`src/include/audio_port_ctrl_pkg.sv`:
```
// Constants and carrier types for the first audio port slot tristate
// and clock pin control block. Assumes a byte-wide register port.
`default_nettype none
package audio_port_ctrl_pkg;
   localparam int          ADDR_W           = 8;
   localparam int          DATA_W           = 8;
   localparam logic [7:0]  OFF_SLOT_TRI     = 8'h09;
   localparam logic [7:0]  OFF_PIN_CTRL     = 8'h0a;
   localparam logic [7:0]  OFF_DIV_SEL      = 8'h0b;
   localparam logic [7:0]  RST_SLOT_TRI     = 8'h00;
   localparam logic [7:0]  RST_PIN_CTRL     = 8'h00;
   localparam logic [7:0]  RST_DIV_SEL      = 8'h00;
   // Field positions
   localparam int          LEFT_HI          = 7;
   localparam int          LEFT_LO          = 4;
   localparam int          RIGHT_HI         = 3;
   localparam int          RIGHT_LO         = 0;
   localparam int          FRAME_DIR_HI     = 7;
   localparam int          FRAME_DIR_LO     = 5;
   localparam int          SER_DIR_HI       = 4;
   localparam int          SER_DIR_LO       = 2;
   localparam int          POL_BIT          = 1;
   localparam int          BUF_PWR_BIT      = 0;
   localparam int          REC_SER_OWN_BIT  = 7;
   localparam int          REC_FRM_OWN_BIT  = 6;
   localparam int          MUX_HI           = 3;
   localparam int          MUX_LO           = 0;
   localparam logic [7:0]  DIV_SEL_WMASK    = 8'hcf;
   localparam logic [2:0]  DIR_INPUT        = 3'h0;
   localparam logic [2:0]  DIR_OUTPUT       = 3'h1;
   localparam logic [3:0]  MUX_LAST_LEGAL   = 4'h8;
   localparam int          NSRC             = 9;

   // Divider input sources
   typedef enum logic [3:0] {
      SRC_PLAY_CLK    = 4'b0000,
      SRC_PLAY_MOD    = 4'b0001,
      SRC_REC_CLK     = 4'b0010,
      SRC_REC_MOD     = 4'b0011,
      SRC_OWN_PIN     = 4'b0100,
      SRC_PORT2_PIN   = 4'b0101,
      SRC_PORT3_PIN   = 4'b0110,
      SRC_REC2_PIN    = 4'b0111,
      SRC_REC3_PIN    = 4'b1000
   } div_src_t;

   // Register bus request
   typedef struct packed {
      logic [ADDR_W-1:0] addr;
      logic [DATA_W-1:0] wdata;
      logic              wr;
      logic              rd;
   } reg_req_t;

   // Pin control outputs
   typedef struct packed {
      logic       frame_clock_pin_oe;
      logic       serial_clock_pin_oe;
      logic       serial_clock_invert;
      logic       clock_buffers_on;
   } pin_ctrl_t;
endpackage
`default_nettype wire

```
`src/logic/audio_port_slot_tristate_clock_ctrl.sv`:
```
// Register block and control logic for the first audio port: record slot
// tristates, clock pin direction, polarity, buffer power and divider mux.
// Assumes register port inputs are synchronous to clk.
//
// Added by the designer: the address-and-strobe port.
`timescale 1ns/100ps
`default_nettype none
module audio_port_slot_tristate_clock_ctrl
   import audio_port_ctrl_pkg::*;
(
   input  wire logic              clk,
   input  wire logic              rst_n,
   input  wire reg_req_t          req,
   output var  logic [DATA_W-1:0] rdata,
   input  wire logic              global_output_tristate_enable,
   input  wire logic              multi_pin_mode,
   input  wire logic              codec_powered,
   input  wire logic              port_active,
   input  wire logic              six_wire_mode,
   input  wire logic [3:0]        main_serial_clock_output,
   input  wire logic [3:0]        main_frame_clock_output,
   input  wire logic [3:0]        own_serial_clock_output,
   input  wire logic [3:0]        own_frame_clock_output,
   input  wire logic [NSRC-1:0]   source_clocks,
   output var  logic [7:0]        slot_hiz,
   output var  pin_ctrl_t         pins,
   output var  logic [3:0]        record_serial_clock_output,
   output var  logic [3:0]        record_frame_clock_output,
   output var  logic              serial_divider_input
);

   // Whole state of the block
   typedef struct packed {
      logic [7:0]        slot_tri;
      logic [7:0]        pin_ctrl;
      logic [7:0]        div_sel;
      logic [DATA_W-1:0] rdata;
      logic [7:0]        slot_hiz;
      pin_ctrl_t         pins;
      logic [3:0]        rec_ser;
      logic [3:0]        rec_frm;
      logic              div_in;
   } state_t;

   state_t state;
   state_t next_state;
   logic   rst_meta_n;
   logic   rst_sync_n;

   // Direction decode shared by both clock pins
   function automatic logic drives_pin(input logic [2:0] code);
      return code == DIR_OUTPUT;
   endfunction

   // Reset release through two flops
   always_ff @(posedge clk or negedge rst_n) begin
      if (!rst_n) begin
         rst_meta_n <= 1'b0;
         rst_sync_n <= 1'b0;
      end else begin
         rst_meta_n <= 1'b1;
         rst_sync_n <= rst_meta_n;
      end
   end

   // Next state
   always_comb begin
      logic [3:0] mux;
      logic       left_all;
      logic       right_all;
      mux        = state.div_sel[MUX_HI:MUX_LO];
      left_all   = multi_pin_mode && state.slot_tri[LEFT_LO];
      right_all  = multi_pin_mode && state.slot_tri[RIGHT_LO];
      next_state = state;
      // Register writes
      if (req.wr) begin
         unique case (req.addr)
            OFF_SLOT_TRI: begin
               next_state.slot_tri = req.wdata;
            end
            OFF_PIN_CTRL: begin
               next_state.pin_ctrl = req.wdata;
            end
            OFF_DIV_SEL: begin
               next_state.div_sel = req.wdata & DIV_SEL_WMASK;
            end
            default: begin
            end
         endcase
      end
      // Register reads, data next cycle, zero when unmapped
      next_state.rdata = '0;
      if (req.rd) begin
         unique case (req.addr)
            OFF_SLOT_TRI: begin
               next_state.rdata = state.slot_tri;
            end
            OFF_PIN_CTRL: begin
               next_state.rdata = state.pin_ctrl;
            end
            OFF_DIV_SEL: begin
               next_state.rdata = state.div_sel;
            end
            default: begin
               next_state.rdata = '0;
            end
         endcase
      end
      // Slot tristates gated by global enable
      next_state.slot_hiz = '0;
      if (global_output_tristate_enable) begin
         next_state.slot_hiz = state.slot_tri;
         if (left_all) begin
            next_state.slot_hiz[LEFT_HI:LEFT_LO] = '1;
         end
         if (right_all) begin
            next_state.slot_hiz[RIGHT_HI:RIGHT_LO] = '1;
         end
      end
      // Pin direction, polarity, buffer power
      next_state.pins.frame_clock_pin_oe =
         drives_pin(state.pin_ctrl[FRAME_DIR_HI:FRAME_DIR_LO]);
      next_state.pins.serial_clock_pin_oe =
         drives_pin(state.pin_ctrl[SER_DIR_HI:SER_DIR_LO]);
      next_state.pins.serial_clock_invert = state.pin_ctrl[POL_BIT];
      next_state.pins.clock_buffers_on =
         state.pin_ctrl[BUF_PWR_BIT] || (codec_powered && port_active);
      // Record clock output selections
      next_state.rec_ser = main_serial_clock_output;
      next_state.rec_frm = main_frame_clock_output;
      if (six_wire_mode && state.div_sel[REC_SER_OWN_BIT]) begin
         next_state.rec_ser = own_serial_clock_output;
      end
      if (six_wire_mode && state.div_sel[REC_FRM_OWN_BIT]) begin
         next_state.rec_frm = own_frame_clock_output;
      end
      // Divider input mux, reserved codes give a quiet low
      if (mux <= MUX_LAST_LEGAL) begin
         next_state.div_in = source_clocks[mux];
      end else begin
         next_state.div_in = 1'b0;
      end
   end

   // State register
   always_ff @(posedge clk or negedge rst_sync_n) begin
      if (!rst_sync_n) begin
         state          <= '0;
         state.slot_tri <= RST_SLOT_TRI;
         state.pin_ctrl <= RST_PIN_CTRL;
         state.div_sel  <= RST_DIV_SEL;
      end else begin
         state <= next_state;
      end
   end

   // Outputs straight from flops
   assign rdata                      = state.rdata;
   assign slot_hiz                   = state.slot_hiz;
   assign pins                       = state.pins;
   assign record_serial_clock_output = state.rec_ser;
   assign record_frame_clock_output  = state.rec_frm;
   assign serial_divider_input       = state.div_in;

   // Checks: slot tristate gating and mapping
   chk_slot_gate: assert property (
      @(posedge clk) disable iff (!rst_sync_n)
      !global_output_tristate_enable |=> slot_hiz == '0)
      else $error("slot tristate active without global enable");
   chk_slot_map: assert property (
      @(posedge clk) disable iff (!rst_sync_n)
      global_output_tristate_enable && !multi_pin_mode
      |=> slot_hiz == $past(state.slot_tri))
      else $error("slot tristate map wrong");
   chk_slot_write: assert property (
      @(posedge clk) disable iff (!rst_sync_n)
      req.wr && req.addr == OFF_SLOT_TRI
      |=> state.slot_tri == $past(req.wdata))
      else $error("slot tristate write lost");
   chk_left_all: assert property (
      @(posedge clk) disable iff (!rst_sync_n)
      global_output_tristate_enable && multi_pin_mode
      && state.slot_tri[LEFT_LO] |=> slot_hiz[LEFT_HI:LEFT_LO] == 4'hf)
      else $error("left group not tristated");
   chk_right_all: assert property (
      @(posedge clk) disable iff (!rst_sync_n)
      global_output_tristate_enable && multi_pin_mode
      && state.slot_tri[RIGHT_LO] |=> slot_hiz[RIGHT_HI:RIGHT_LO] == 4'hf)
      else $error("right group not tristated");

   // Checks: clock pin direction, polarity and buffer power
   chk_frame_dir: assert property (
      @(posedge clk) disable iff (!rst_sync_n)
      req.wr && req.addr == OFF_PIN_CTRL |=> ##1 pins.frame_clock_pin_oe
      == ($past(req.wdata[FRAME_DIR_HI:FRAME_DIR_LO], 2) == DIR_OUTPUT))
      else $error("frame clock direction wrong");
   chk_ser_dir: assert property (
      @(posedge clk) disable iff (!rst_sync_n)
      req.wr && req.addr == OFF_PIN_CTRL |=> ##1 pins.serial_clock_pin_oe
      == ($past(req.wdata[SER_DIR_HI:SER_DIR_LO], 2) == DIR_OUTPUT))
      else $error("serial clock direction wrong");
   chk_polarity: assert property (
      @(posedge clk) disable iff (!rst_sync_n)
      ##1 pins.serial_clock_invert == $past(state.pin_ctrl[POL_BIT]))
      else $error("polarity wrong");
   chk_buf_power: assert property (
      @(posedge clk) disable iff (!rst_sync_n)
      !state.pin_ctrl[BUF_PWR_BIT] && !codec_powered
      |=> !pins.clock_buffers_on)
      else $error("buffers on while codec down");
   chk_buf_keep: assert property (
      @(posedge clk) disable iff (!rst_sync_n)
      state.pin_ctrl[BUF_PWR_BIT] |=> pins.clock_buffers_on)
      else $error("buffers off although held on");

   // Checks: record clock output selections
   chk_rec_ser: assert property (
      @(posedge clk) disable iff (!rst_sync_n)
      !state.div_sel[REC_SER_OWN_BIT] |=> record_serial_clock_output
      == $past(main_serial_clock_output))
      else $error("record serial clock not copied");
   chk_rec_frm: assert property (
      @(posedge clk) disable iff (!rst_sync_n)
      !state.div_sel[REC_FRM_OWN_BIT] |=> record_frame_clock_output
      == $past(main_frame_clock_output))
      else $error("record frame clock not copied");
   chk_rec_ser_own: assert property (
      @(posedge clk) disable iff (!rst_sync_n)
      six_wire_mode && state.div_sel[REC_SER_OWN_BIT]
      |=> record_serial_clock_output == $past(own_serial_clock_output))
      else $error("record serial clock own selection wrong");
   chk_rec_frm_own: assert property (
      @(posedge clk) disable iff (!rst_sync_n)
      six_wire_mode && state.div_sel[REC_FRM_OWN_BIT]
      |=> record_frame_clock_output == $past(own_frame_clock_output))
      else $error("record frame clock own selection wrong");

   // Checks: divider input source
   chk_mux_play: assert property (
      @(posedge clk) disable iff (!rst_sync_n)
      state.div_sel[MUX_HI:MUX_LO] == SRC_PLAY_CLK
      |=> serial_divider_input == $past(source_clocks[SRC_PLAY_CLK]))
      else $error("divider input not playback clock");
   chk_mux_rec: assert property (
      @(posedge clk) disable iff (!rst_sync_n)
      state.div_sel[MUX_HI:MUX_LO] == SRC_REC_CLK
      |=> serial_divider_input == $past(source_clocks[SRC_REC_CLK]))
      else $error("divider input not record clock");
   chk_mux_port2: assert property (
      @(posedge clk) disable iff (!rst_sync_n)
      state.div_sel[MUX_HI:MUX_LO] == SRC_PORT2_PIN
      |=> serial_divider_input == $past(source_clocks[SRC_PORT2_PIN]))
      else $error("divider input not port 2 pin");
   chk_mux_own: assert property (
      @(posedge clk) disable iff (!rst_sync_n)
      state.div_sel[MUX_HI:MUX_LO] == SRC_OWN_PIN
      |=> serial_divider_input == $past(source_clocks[SRC_OWN_PIN]))
      else $error("divider input not own pin");
   chk_mux_rec_pin: assert property (
      @(posedge clk) disable iff (!rst_sync_n)
      state.div_sel[MUX_HI:MUX_LO] == SRC_REC3_PIN
      |=> serial_divider_input == $past(source_clocks[SRC_REC3_PIN]))
      else $error("divider input not record pin");
   chk_mux_resv: assert property (
      @(posedge clk) disable iff (!rst_sync_n)
      state.div_sel[MUX_HI:MUX_LO] > MUX_LAST_LEGAL
      |=> !serial_divider_input)
      else $error("reserved divider code not quiet");

   // Checks: register port reserved bits
   chk_resv_zero: assert property (
      @(posedge clk) disable iff (!rst_sync_n)
      req.rd && req.addr == OFF_DIV_SEL |=> rdata[5:4] == 2'h0)
      else $error("reserved bits read nonzero");
   chk_resv_write: assert property (
      @(posedge clk) disable iff (!rst_sync_n)
      req.wr && req.addr == OFF_DIV_SEL
      |=> state.div_sel == ($past(req.wdata) & DIV_SEL_WMASK))
      else $error("reserved bits stored nonzero");

   // Main scenarios
   cov_multi_left: cover property (@(posedge clk) disable iff (!rst_sync_n)
      slot_hiz[LEFT_HI:LEFT_LO] == 4'hf && multi_pin_mode);
   cov_frame_out: cover property (@(posedge clk) disable iff (!rst_sync_n)
      pins.frame_clock_pin_oe);
   cov_rec_own: cover property (@(posedge clk) disable iff (!rst_sync_n)
      six_wire_mode && state.div_sel[REC_SER_OWN_BIT]);
   cov_read_back: cover property (@(posedge clk) disable iff (!rst_sync_n)
      req.rd && req.addr == OFF_SLOT_TRI ##1 rdata != 8'h00);
   cov_mux_resv: cover property (@(posedge clk) disable iff (!rst_sync_n)
      state.div_sel[MUX_HI:MUX_LO] > MUX_LAST_LEGAL);

endmodule
`default_nettype wire

```
`config.mk`:
```
export PLATFORM = sky130hd
export DESIGN_NAME = audio_port_slot_tristate_clock_ctrl
export DESIGN_NICKNAME = d
export VERILOG_FILES = /design/src/include/audio_port_ctrl_pkg.sv /design/src/logic/audio_port_slot_tristate_clock_ctrl.sv
export SDC_FILE = /design/constraint.sdc
export NUM_CORES = 1
export LEC_CHECK = 0
export BUFFER_PORTS_ARGS = -buffer_cell sky130_fd_sc_hd__buf_2
export CORE_AREA = 8 8 75 77
export DETAILED_ROUTE_END_ITERATION = 12
export DIE_AREA = 0 0 83 85
export PLACE_DENSITY_LB_ADDON = 0.3
export SYNTH_ARGS = -nofsm -noshare
export SYNTH_HDL_FRONTEND = slang
export SYNTH_SLANG_ARGS = --single-unit
```
`constraint.sdc`:
```
create_clock -name clk -period 2.6 [get_ports clk]
set_clock_uncertainty 0.2 [all_clocks]
set_input_delay 0.39 -clock clk [delete_from_list [all_inputs] [get_ports clk]]
set_output_delay 0.39 -clock clk [all_outputs]
set_load 0.01 [all_outputs]
```
==> flow_summary.toml <==
[clock_network]
cts-root-buf = "clkbuf_8"
cts_sinks = 53
htree_num_levels = 2
cts-buffers-inserted = 5
clk_pin_slew_ps = 90
cts_tree = "yes"
worstSkewPairLatency_ps = 300
cts_setup_buffers = 0
ctsLongestPathBuffers = 2

[run]
maxCapViolations = 0

[synthesis]
synth_area_leaders = "dfrtp_1, mux2_2, buf_4"
synthCells = 174
syn_nets = 224
yosysTopAreaCellShare = 0.566
ys_seq_area_frac = 0.566
synth-seq-cells = 53
postSynthAreaPerCell_sq_um = 13.5
synth_top_area_cell = "dfrtp_1"
synthDistinctLibCells = 26
synth-warning-count = 0
syn_area_sq_mm = 0.00234

[route]
drc = 0
drt-vias-per-instance = 5.10
vias = 1464
routedWlPerCell_um = 16.8
dr.pass1.iters = 4
ant_nets = 0
drt-total-wl_mm = 4.83
drtIter0Drc = 110

[worst_setup_path]
cp.arrival_ps = 1890
cp.required_ps = 2580
setup.worst_path.class = "in -> reg"
timing.critical_path.from_type = "input port"
worstSetupEndpointType = "flop"
critPathMaxFanout = 8

[floorplan]
initial_core_util = 0.517
design.die.area_sq_mm = 0.00706
fp.dieH_um = 85
die_x_um = 83
core_sq_mm = 0.00454
num_io_pins = 79
num_rows = 25

[power_and_ir_drop]
leakagePower_nw = 1.42
peakVddDrop_mv = 0.324
p_per_area_mw_per_mm2 = 580
power.total_mw = 1.59

[grt]
grt_usage = 0.137
gr-total-overflow = 0
grt_start_max_net_pins = 52
antenna_found_initial = 0
grt_pass1_vias = 1657
grt_pass1_wl_mm = 7.88

[sta]
post-route-period-util = 0.731
hold_violations = 0
finalSetupTns_ps = 0
finalCriticalPeriod_ps = 1900
drv_slew = 0
setup_ws_ps = 700
rsz0062_at_grt = "false"
setup_viol = 0
worst_slew_pin_slew_ps = 620
max_freq_ghz = 0.526
relSlewSlack = 0.586
holdWs_ps = 49.8

[layout]
layout-drive-gt1-share = 0.567
antenna_cells = 0
design_area_sq_mm = 0.00275
area_growth_pct = 17.2
layout.nets = 282

[placement]
dpl-instance-area_sq_mm = 0.00262
post-place-ws_ps = 384
globalplace.congestion = 0.709
io_buffers = 78
place_hpwl_mm = 3.71

[hold_path]
holdCritPathClass = "reg -> async"

[outcome]
status = "finished, final reports clean"
==> worst paths after layout <==
kind / endpoint / startpoint / cells after the start / slack [ps]
setup / recovery: state[52] / req[15] / 5 / 700
hold / removal: slot_hiz[4] / rst_sync_n / 1 / 50
setup reg to reg: serial_divider_input / state[29] / 3 / 1080
hold reg to reg: slot_hiz[4] / rst_sync_n / 1 / 50
max in group asynchronous: rst_sync_n / rst_n / 2 / 1900
min in group clk: pins[0] / port_active / 2 / 110
==> synthesized netlist by cell type, drive strengths merged <==
cell type and count:
nor4 1, nand4 1, nor2b 2, dfrtp 53, nor3 1, clkbuf 4
and2 4, mux4 1, a21o 1, o21a 6, mux2 37, a22oi 8
nor4b 2, nand3b 2, nor2 9, nand3 1, nor3b 2, inv 2
or4 2, mux2i 1, nand2 4, buf 28, or4b 1, conb 1
==> report_power, final <==
group,switching [mW],internal [mW]
clock,0.248,0.314
sequential,0.0213,0.857
combinational,0.0729,0.0817
total,0.342,1.25
==> flip-flops by register name, summed over array words and instances, names as in the netlist, 4 cells and up <==
register	flops
rdata	8
slot_hiz	8
record_frame_clock_output	4
state	21
record_serial_clock_output	4
pins	4
==> per-stage QoR <==
step	utilization	instances
final	0.606	287
after detailed placement	0.578	278
after global routing	0.606	287
after floorplan	-	174
after CTS	0.606	287
after global placement	0.578	278
==> cell type report <==
type	count	area (sq um)
clock buffers	7	86.3
clock inverters	1	30.0
fillers	371	1790
inverters	2	7.51
multi-input cells	87	786
flip-flops and latches	53	1330
well taps	54	67.6
repair buffers	83	443
==> placed cells by master (no fill, tap or decap), drive strengths merged <==
cell type    netlist  routed
or4b               1       1
nor2b              2       2
o21a               6       6
nor4b              2       2
inv                2       2
nor4               1       1
mux4               1       1
buf               28      82
nand3              1       1
dlygate4sd3        0       1
bufinv             0       1
nor2               9       9
a22oi              8       8
nand4              1       1
mux2              37      37
and2               4       4
mux2i              1       1
nor3b              2       2
conb               1       1
a21o               1       1
nor3               1       1
dfrtp             53      53
nand2              4       4
nand3b             2       2
or4                2       2
clkbuf             4       7
==> timing repair <==
action | in CTS | in global routing
resized for setup | 0 | 0
hold buffers | 1 | 0
hold endpoints to repair | 2 | 0
endpoints found under the setup margin | 0 | 0
==> critical path, cell delays in order <==
cell and delay (ps):
buf_2 90, or4_4 580, nor4b_4 260, buf_4 210, mux2_2 350
==> metal layers <==
layer	vias to the layer above	GRT usage	part of all wire
met5	-	0	0
met1	714	0.143	0.38
met3	7	0.0469	0.067
met2	51	0.245	0.53
met4	0	0.0607	0.020
li1	692	-	-
==> cells by family after synthesis <==
kind of cell,Yosys count,share of synthesized area
AOI/OAI and AO/OA,15,0.0480
buffers and inverters,34,0.0993
DFF,53,0.566
muxes,39,0.192
other,1,0.00160
and+or+nand+nor,32,0.0939
Power figures use the tool's default switching activity.
